<file path="src/shared/asp_pkg.sv">
// Constants and encodings for the converter serial control port
//
// Contract
// - Bits change on falling shift clock, sampled on rising.
// - Single-input variant: no serial input; falling select starts transfer.
// - Single-input output enabled on second shift pulse after select falls.
// - Single-input variant sends one null bit, then the result bits.
// - Chip select high returns the port to idle for a new exchange.
// - Two-channel variant takes first sampled one as start bit, skips zeros.
// - After start, three config bits set input, order; conversion starts.
// - After configuration, serial input is ignored until chip select cycles.
// - Select bits decode to a-gnd, b-gnd, a-minus-b or b-minus-a.
// - Two-channel variant sends result msb first after the null bit.
// - msb_first_only one: result most significant first, then zeros.
// - msb_first_only zero: result then repeated lsb first.
// - Single-input variant always sends both orders; host may stop early.
// - After the result transfer, zeros follow while chip select stays low.
// - Result is 12-bit straight binary, zero to reference minus one step.
// - Chip select low powers the converter; high powers it down.
// - Bias and comparator power down after conversion; shifting continues.
// - Two-channel data in and out may share one half-duplex line.
// - Shared line: device drives low on fourth falling edge after start.
// - Sampling lasts about 1.5 clocks; conversion takes 12 shift clocks.
package asp_pkg;
   // ==========================================================
   // Result and configuration word
   localparam int          RESULT_BITS   = 12;
   localparam logic [3:0]  RESULT_MSB    = 4'hB;
   localparam logic [3:0]  RESULT_LSB    = 4'h0;
   localparam logic [11:0] TRIAL_START   = 12'h800;
   localparam logic [11:0] RESULT_RESET  = 12'h000;
   localparam logic [1:0]  CFG_SGL_IDX   = 2'h0;
   localparam logic [1:0]  CFG_ODD_IDX   = 2'h1;
   localparam logic [1:0]  CFG_MSB_FIRST_ONLY_IDX  = 2'h2;
   // ==========================================================
   // Falling edges from acquire entry to the null bit
   localparam logic [1:0]  SINGLE_ACQ_FALLS = 2'h2;
   localparam logic [1:0]  DUAL_ACQ_FALLS   = 2'h1;
   // ==========================================================
   // Pin synchroniser: bit 0 select, bit 1 clock, bit 2 data
   localparam int          PIN_COUNT     = 3;
   localparam logic [2:0]  SYNC_RESET    = 3'h1;
   // ==========================================================
   // Multiplexer leg codes
   localparam logic [1:0]  LEG_GROUND    = 2'h0;
   localparam logic [1:0]  LEG_INPUT_A   = 2'h1;
   localparam logic [1:0]  LEG_INPUT_B   = 2'h2;
   // ==========================================================
   // Port sequencer states
   typedef enum logic [6:0] {
      ST_IDLE    = 7'h01,
      ST_HUNT    = 7'h02,
      ST_CONFIG  = 7'h04,
      ST_ACQUIRE = 7'h08,
      ST_CONVERT = 7'h10,
      ST_LSB_OUT = 7'h20,
      ST_ZERO    = 7'h40
   } asp_state_type;
endpackage

</file>
<file path="src/logic/asp_serial_port.sv">
// Serial control and readout port of the sampling converter
`timescale 1ns/10ps
module asp_serial_port
   import asp_pkg::*;
#(
   parameter bit VARIANT_DUAL = 1'b1
) (
   // Clock and reset
   input  wire logic        clock,
   input  wire logic        arst_n,
   // Serial pins from the host
   input  wire logic        chip_select_shutdown_n,
   input  wire logic        shift_clock,
   input  wire logic        serial_in,
   // Serial output pin, two signals
   output logic             serial_out,
   output logic             serial_out_oe,
   // Analog core control
   input  wire logic        comparator_above,
   output logic [11:0]      dac_code,
   output logic [1:0]       mux_plus,
   output logic [1:0]       mux_minus,
   output logic             sample_enable,
   output logic             bias_on,
   output logic             powered,
   // Result
   output logic [11:0]      result,
   output logic             result_valid
);

   // ==========================================================
   // Pin synchronisers
   logic [PIN_COUNT-1:0] pin_raw;
   logic [PIN_COUNT-1:0] sync1;
   logic [PIN_COUNT-1:0] sync2;
   logic [PIN_COUNT-1:0] sync3;
   logic [PIN_COUNT-1:0] pin_q;
   logic [PIN_COUNT-1:0] pin_d;

   assign pin_raw = {serial_in, shift_clock, chip_select_shutdown_n};

   // A level is accepted only once the second and third stage agree
   genvar gi;
   generate
      for (gi = 0; gi < PIN_COUNT; gi++) begin : g_sync
         always_ff @(posedge clock or negedge arst_n) begin
            if (!arst_n) begin
               sync1[gi] <= SYNC_RESET[gi];
               sync2[gi] <= SYNC_RESET[gi];
               sync3[gi] <= SYNC_RESET[gi];
               pin_q[gi] <= SYNC_RESET[gi];
               pin_d[gi] <= SYNC_RESET[gi];
            end else begin
               sync1[gi] <= pin_raw[gi];
               sync2[gi] <= sync1[gi];
               sync3[gi] <= sync2[gi];
               if (sync2[gi] == sync3[gi]) begin
                  pin_q[gi] <= sync3[gi];
               end
               pin_d[gi] <= pin_q[gi];
            end
         end
      end
   endgenerate

   logic cs_q;
   logic din_q;
   logic sclk_rise;
   logic sclk_fall;

   assign cs_q      = pin_q[0];
   assign din_q     = pin_q[2];
   assign sclk_rise = pin_q[1] & ~pin_d[1];
   assign sclk_fall = ~pin_q[1] & pin_d[1];

   // ==========================================================
   // Sequencer
   localparam logic [1:0] ACQ_FALLS =
      VARIANT_DUAL ? DUAL_ACQ_FALLS : SINGLE_ACQ_FALLS;

   asp_state_type state;
   logic [1:0]    cfg_cnt;
   logic [1:0]    acq_cnt;
   logic [3:0]    bit_idx;
   logic          cfg_sgl;
   logic          cfg_odd;
   logic          cfg_msb_first_only;
   logic [11:0]   trial;
   logic [11:0]   next_trial;
   logic          want_lsb;

   // reversed copy follows unless only msb-first was asked
   // single-input variant always sends both orders
   assign want_lsb = VARIANT_DUAL ? ~cfg_msb_first_only : 1'b1;

   always_comb begin
      next_trial          = trial;
      next_trial[bit_idx] = comparator_above;
      if (bit_idx != RESULT_LSB) begin
         next_trial[bit_idx - 4'h1] = 1'b1;
      end
   end

   always_ff @(posedge clock or negedge arst_n) begin
      if (!arst_n) begin
         state   <= ST_IDLE;
         cfg_cnt <= 2'h0;
         acq_cnt <= 2'h0;
         bit_idx <= RESULT_MSB;
      end else if (cs_q) begin
         state <= ST_IDLE;
      end else begin
         case (state)
            ST_IDLE: begin
               // single-input variant goes straight to acquire
               state   <= VARIANT_DUAL ? ST_HUNT : ST_ACQUIRE;
               cfg_cnt <= 2'h0;
               acq_cnt <= 2'h0;
            end
            ST_HUNT: begin
               if (sclk_rise && din_q) begin
                  state <= ST_CONFIG;
               end
            end
            ST_CONFIG: begin
               if (sclk_rise) begin
                  cfg_cnt <= cfg_cnt + 2'h1;
                  if (cfg_cnt == CFG_MSB_FIRST_ONLY_IDX) begin
                     state <= ST_ACQUIRE;
                  end
               end
            end
            ST_ACQUIRE: begin
               // null bit on the counted falling edge
               if (sclk_fall) begin
                  acq_cnt <= acq_cnt + 2'h1;
                  if (acq_cnt + 2'h1 == ACQ_FALLS) begin
                     state   <= ST_CONVERT;
                     bit_idx <= RESULT_MSB;
                  end
               end
            end
            ST_CONVERT: begin
               // one result bit per shift clock, 12 in all
               if (sclk_fall) begin
                  if (bit_idx == RESULT_LSB) begin
                     state   <= want_lsb ? ST_LSB_OUT : ST_ZERO;
                     bit_idx <= RESULT_LSB + 4'h1;
                  end else begin
                     bit_idx <= bit_idx - 4'h1;
                  end
               end
            end
            ST_LSB_OUT: begin
               if (sclk_fall) begin
                  if (bit_idx == RESULT_MSB) begin
                     state <= ST_ZERO;
                  end else begin
                     bit_idx <= bit_idx + 4'h1;
                  end
               end
            end
            ST_ZERO: begin
               state <= ST_ZERO;
            end
            default: begin
               state <= ST_IDLE;
            end
         endcase
      end
   end

   // ==========================================================
   // Configuration capture
   always_ff @(posedge clock or negedge arst_n) begin
      if (!arst_n) begin
         cfg_sgl  <= 1'b0;
         cfg_odd  <= 1'b0;
         cfg_msb_first_only <= 1'b0;
      end else if (VARIANT_DUAL && state == ST_CONFIG && sclk_rise) begin
         // single-ended select (cfg_sgl) follows the start bit directly
         // only this state ever loads the word
         case (cfg_cnt)
            CFG_SGL_IDX: cfg_sgl  <= din_q;
            CFG_ODD_IDX: cfg_odd  <= din_q;
            default:     cfg_msb_first_only <= din_q;
         endcase
      end
   end

   always_ff @(posedge clock or negedge arst_n) begin
      if (!arst_n) begin
         mux_plus  <= LEG_GROUND;
         mux_minus <= LEG_GROUND;
      end else if (!VARIANT_DUAL) begin
         mux_plus  <= LEG_INPUT_A;
         mux_minus <= LEG_INPUT_B;
      end else begin
         mux_plus  <= cfg_odd ? LEG_INPUT_B : LEG_INPUT_A;
         if (cfg_sgl) begin
            mux_minus <= LEG_GROUND;
         end else begin
            mux_minus <= cfg_odd ? LEG_INPUT_A : LEG_INPUT_B;
         end
      end
   end

   // ==========================================================
   // Successive approximation
   always_ff @(posedge clock or negedge arst_n) begin
      if (!arst_n) begin
         trial        <= TRIAL_START;
         result       <= RESULT_RESET;
         result_valid <= 1'b0;
      end else begin
         result_valid <= 1'b0;
         if (state != ST_CONVERT) begin
            if (state != ST_LSB_OUT && state != ST_ZERO) begin
               trial <= TRIAL_START;
            end
         end else if (sclk_rise) begin
            // straight binary code built msb down
            trial <= next_trial;
            if (bit_idx == RESULT_LSB) begin
               result       <= next_trial;
               result_valid <= 1'b1;
            end
         end
      end
   end

   assign dac_code = trial;

   // ==========================================================
   // Power and sampling controls
   always_ff @(posedge clock or negedge arst_n) begin
      if (!arst_n) begin
         powered       <= 1'b0;
         bias_on       <= 1'b0;
         sample_enable <= 1'b0;
      end else begin
         powered <= ~cs_q;
         if (cs_q) begin
            bias_on       <= 1'b0;
            sample_enable <= 1'b0;
         end else begin
            if (state == ST_IDLE) begin
               bias_on       <= 1'b1;
               sample_enable <= ~VARIANT_DUAL;
            end
            // Tracking begins on the bit before msb_first_only
            if (state == ST_CONFIG && sclk_rise
                && cfg_cnt == CFG_ODD_IDX) begin
               sample_enable <= 1'b1;
            end
            if (state == ST_ACQUIRE && sclk_fall
                && acq_cnt + 2'h1 == ACQ_FALLS) begin
               sample_enable <= 1'b0;
            end
            // bias drops once the last bit is decided
            if (state == ST_CONVERT && sclk_rise
                && bit_idx == RESULT_LSB) begin
               bias_on <= 1'b0;
            end
         end
      end
   end

   // ==========================================================
   // Serial output driver
   always_ff @(posedge clock or negedge arst_n) begin
      if (!arst_n) begin
         serial_out    <= 1'b0;
         serial_out_oe <= 1'b0;
      end else if (cs_q) begin
         serial_out    <= 1'b0;
         serial_out_oe <= 1'b0;
      end else if (sclk_fall) begin
         case (state)
            ST_ACQUIRE: begin
               if (acq_cnt + 2'h1 == ACQ_FALLS) begin
                  serial_out    <= 1'b0;
                  serial_out_oe <= 1'b1;
               end
            end
            ST_CONVERT: serial_out <= trial[bit_idx];
            ST_LSB_OUT: serial_out <= result[bit_idx];
            ST_ZERO:    serial_out <= 1'b0;
            default:    serial_out <= 1'b0;
         endcase
      end
   end

   // ==========================================================
   // Checks
   property p_idle_release;
      @(posedge clock) disable iff (!arst_n)
      cs_q |=> !serial_out_oe && state == ST_IDLE;
   endproperty
   a_idle_release: assert property (p_idle_release)
      else $error("output still driven with select high");

   property p_no_early_drive;
      @(posedge clock) disable iff (!arst_n)
      (state == ST_HUNT || state == ST_CONFIG) |-> !serial_out_oe;
   endproperty
   a_no_early_drive: assert property (p_no_early_drive)
      else $error("line driven before configuration ended");

   property p_null_bit;
      @(posedge clock) disable iff (!arst_n)
      $rose(serial_out_oe) |-> !serial_out && state == ST_CONVERT
         && $past(sclk_fall);
   endproperty
   a_null_bit: assert property (p_null_bit)
      else $error("driver did not open with a null bit");

   property p_shift_on_fall;
      @(posedge clock) disable iff (!arst_n)
      $changed(serial_out) |-> $past(sclk_fall) || $past(cs_q);
   endproperty
   a_shift_on_fall: assert property (p_shift_on_fall)
      else $error("output bit changed away from a falling edge");

   property p_zero_fill;
      @(posedge clock) disable iff (!arst_n)
      state == ST_ZERO && sclk_fall && !cs_q |=> !serial_out;
   endproperty
   a_zero_fill: assert property (p_zero_fill)
      else $error("nonzero bit after result transfer");

   property p_cfg_frozen;
      @(posedge clock) disable iff (!arst_n)
      state inside {ST_ACQUIRE, ST_CONVERT, ST_LSB_OUT, ST_ZERO}
         |=> $stable(cfg_msb_first_only) && $stable(cfg_sgl) && $stable(cfg_odd);
   endproperty
   a_cfg_frozen: assert property (p_cfg_frozen)
      else $error("configuration changed after capture");

   property p_bias_off;
      @(posedge clock) disable iff (!arst_n)
      result_valid |-> ##1 !bias_on [*2];
   endproperty
   a_bias_off: assert property (p_bias_off)
      else $error("bias still on after conversion");

   property p_powered;
      @(posedge clock) disable iff (!arst_n)
      cs_q ##1 cs_q |-> !powered;
   endproperty
   a_powered: assert property (p_powered)
      else $error("converter powered with select high");

   property p_mux_diff;
      @(posedge clock) disable iff (!arst_n)
      VARIANT_DUAL && !cfg_sgl && cfg_odd ##1 $stable(cfg_odd)
         && $stable(cfg_sgl) |-> mux_plus == LEG_INPUT_B
         && mux_minus == LEG_INPUT_A;
   endproperty
   a_mux_diff: assert property (p_mux_diff)
      else $error("differential reverse decode wrong");

   property p_msb_first_only_only;
      @(posedge clock) disable iff (!arst_n)
      VARIANT_DUAL && cfg_msb_first_only && state == ST_CONVERT
         && bit_idx == RESULT_LSB && sclk_fall && !cs_q
         |=> state == ST_ZERO;
   endproperty
   a_msb_first_only_only: assert property (p_msb_first_only_only)
      else $error("reversed copy sent though not requested");

endmodule

</file>
<file path="config.mk">
export PLATFORM = sky130hd
export DESIGN_NAME = asp_serial_port
export DESIGN_NICKNAME = d
export VERILOG_FILES = /design/src/shared/asp_pkg.sv /design/src/logic/asp_serial_port.sv
export SDC_FILE = /design/constraint.sdc
export NUM_CORES = 1
export LEC_CHECK = 0
export BUFFER_PORTS_ARGS = -buffer_cell sky130_fd_sc_hd__buf_4
export CAP_MARGIN = 20
export CELL_PAD_IN_SITES_DETAIL_PLACEMENT = 0
export CELL_PAD_IN_SITES_GLOBAL_PLACEMENT = 1
export CORE_ASPECT_RATIO = 2
export CORE_MARGIN = 3
export CORE_UTILIZATION = 45
export DETAILED_ROUTE_END_ITERATION = 12
export PLACE_DENSITY_LB_ADDON = 0.1
export SLEW_MARGIN = 20
export SYNTH_ARGS = -nofsm -noshare
export SYNTH_HDL_FRONTEND = slang
export SYNTH_SLANG_ARGS = --single-unit
</file>
<file path="constraint.sdc">
create_clock -name clock -period 3.2 [get_ports clock]
set_input_delay 0.48 -clock clock [delete_from_list [all_inputs] [get_ports clock]]
set_output_delay 0.48 -clock clock [all_outputs]
set_load 0.01 [all_outputs]
</file>
==> impl_results.md <==
* WP data required at 3420 ps
* Core area at between 0.007 and 0.008 sq mm
* Post-synth top area share at 0.3986
* GR Util All Layers at 0.2450
* Fin. Hold Viols at 0
* Largest net degree at the start of global routing at 66
* Drt pass-1 iters at 4
* Yosys warnings at 0
* Pwr dens at approximately 560 mW/mm^2
* Starting DRT DRC Count at 191
* Yosys reg bits at 65
* Via density at a little under 6
* Die X at roughly 70 microns
* LEAKAGE at ~1.8 nW
* Clock sinks at 65
* Final WS setup at between 600 and 700 ps
* Final Slew Violations at 0
* Initial antenna violation count at 0
* Final Cycle Share at 0.7885
* TNS Setup at 0 ps
* Ys flop type: dfrtp_1
* DP HPWL at 7385 microns
* Worst Tran Pin Value at 804.1 ps
* Slew HR at 0.4640
* Clock skew at 5.243 ps
* Syn_nets at roughly 380
* Global-route wire length before repair at about 16000 microns
* DRC at 0
* Status: complete, no violations
* Setup violations, final at 0
* Clock latency at the later pin of the worst-skew pair at about 330 ps
* I/O Buffers at 39
* RR Startpoint: state[3]$_DFFE_PN0P_
* Pre-CTS setup slack at approximately 710 ps
* Critical path arrival at around 2800 ps
* Netlist cell types at 60
* CTS Buffer Depth at 2
* CTS buffer count at 9
* # diodes at 0
* Worst setup path class: register to register
* Crit path max fanout at 12
* Routability Congestion at between 0.9 and 1
* Overflow after GRT at 0
* Routed wire length at 9941 microns
* Via count at between 2000 and 3000
* Wire per inst at ~20 microns
* Worst VDD drop at a little under 0.4 mV
* Setup Buffers After CTS at 0
* Post-Synthesis Cells at between 300 and 400
* CP Launch Point: state[3]$_DFFE_PN0P_
* RSZ-0062 raised after global routing: false
* Critical path startpoint category: register
* Root Buffer: clkbuf_16
* Final core utilization at 0.5590
* Top cells by area, synth: dfrtp_1, dfstp_2, nand2_1
* Post-CTS Hold Buffers at 0
* Synthesized area at roughly 0.0035 sq mm
* Initial Util at 0.4626
* Max cap viols at 0
* Clk slew on worst S/H paths at roughly 60 ps
* Yosys top cell by area: dfrtp_1
* Area Overhead vs Synth at 20.85%
* H-tree levels at 3
* HP Class: input port to async pin
* Post-route ant nets at 0
* Post-cts resize count at 0
* Fmax at roughly 0.40 GHz
* Die ar. at roughly 0.009 sq mm
* Sequential share of the synthesized area at 0.4658
* Post-layout nets at 415
* Share of layout cells above drive strength 1 at 0.2401
* CTS tree: yes
* Number of I/O pins at 40
* Crit end category: register
* Total Power at between 2 and 2.5 mW
* Number of global-route vias before repair at 2975
* Fillers at about 700
* Post-synth EDFFs at 0
* Async set or reset register ratio after synthesis at 1.000
* Die H at roughly 130 microns
* Clock period minus worst slack at about 2500 ps
* Syn_area_per_cell at between 9 and 10 sq um
* FP Rows at between 40 and 50
## sequential cells by signal, indices dropped and copies added (netlist names), 2 cells and up
register / cells
acq_cnt: 2
bit_idx: 4
cfg_cnt: 2
dac_code: 12
mux_minus: 2
mux_plus: 2
result: 12
state: 7
sync1: 3
sync2: 3
sync3: 3
## placed cells by master (no fill, tap or decap), drive strengths merged, types with 3 or more instances in the layout
cell / instances
nor2: 29
bufinv: 3
o22ai: 3
a21oi: 22
nor3: 11
a31oi: 9
mux2: 11
a22o: 3
nor2b: 6
o2bb2ai: 4
dfstp: 9
nand2: 40
or3: 3
a221o: 3
mux4: 3
a31o: 3
nand3: 10
o21ai: 22
nand4: 4
mux2i: 8
nand2b: 6
a2111oi: 3
maj3: 3
dfrtp: 56
clkbuf: 10
buf: 47
inv: 19
ha: 10
a211oi: 6
nor4: 3
## power by group
group,switching [mW],total [mW],internal [mW]
Clock,0.379,1.16,0.784
Sequential,0.0575,0.932,0.875
Combinational,0.165,0.267,0.102
Total,0.602,2.36,1.76
## critical path, cell delays in order, from the launching register on
cell       delay (ps)
dfrtp_1           530
or4_4             650
a211o_1           300
a2111oi_4         580
a21oi_1           120
a41o_1            220
## worst paths after layout
kind                       depth (start not counted)                endpoint  slack (ps)
setup reg to reg                                   5  bit_idx[2]$_DFFE_PN0P_         680
hold reg to reg                                    0      sync2[1]$_DFF_PN0_         350
min in group clock                                 1      sync1[2]$_DFF_PN0_         250
max in group asynchronous                          1   result[7]$_DFFE_PN0P_        2440
hold / removal                                     1    pin_q[1]$_DFFE_PN0N_         240
setup / recovery                                   5  bit_idx[2]$_DFFE_PN0P_         680
## final cells by class
cell class                 instances  area (sq um)  share of cell area
tap                               94         117.6             0.02768
timing repair buffer              47         352.8             0.08304
multi-input combinational        257          1715              0.4037
clock buffer                      10         239.0             0.05624
sequential                        65          1638              0.3855
clock inverter                     6         115.1             0.02709
inverter                          19         71.32             0.01678
## cells in the mapped netlist (3+ instances only)
cell and n:
o21ai_0 22, o2bb2ai_1 4, o22ai_1 3, maj3_1 3
mux2i_1 8, a221o_1 3, dfrtp_1 56, mux2_2 11
nor2b_1 6, nand3_1 10, or3_1 3, ha_1 10
nand2b_1 6, clkbuf_1 19, inv_1 19, dfstp_2 9
nand4_1 4, nor2_1 29, a211oi_1 6, a31oi_1 9
nand2_1 40, a31o_2 3, a21oi_1 22, a22o_1 3
nor3_1 10, mux4_2 3
## metal layers
metal	wire length, microns	global-route usage
met1	3512	0.2547
met2	5388	0.4192
met3	308	0.04619
met4	731	0.1805
met5	0	0
## per-stage QoR
step	hold slack (ps)	instance area, sq um	instances
6_report	239.2	4249	498
5_1_grt	247.5	4249	498
4_1_cts	243.3	4249	498
3_5_place_dp	338.9	3895	482
3_3_place_gp	331.9	3895	482
2_1_floorplan	184.4	3516	363
## logic make-up after synthesis
| family | share of synthesized area |
|---|---|
| AO/OA/AOI/OAI | 0.1893 |
| XOR/XNOR | 0.007475 |
| adder cells (fa/ha/maj) | 0.04413 |
| buffers and inverters | 0.04626 |
| flip-flops | 0.4658 |
| multiplexers | 0.07722 |
| AND/OR/NAND/NOR | 0.1698 |
(Power assumes the default switching activity.)
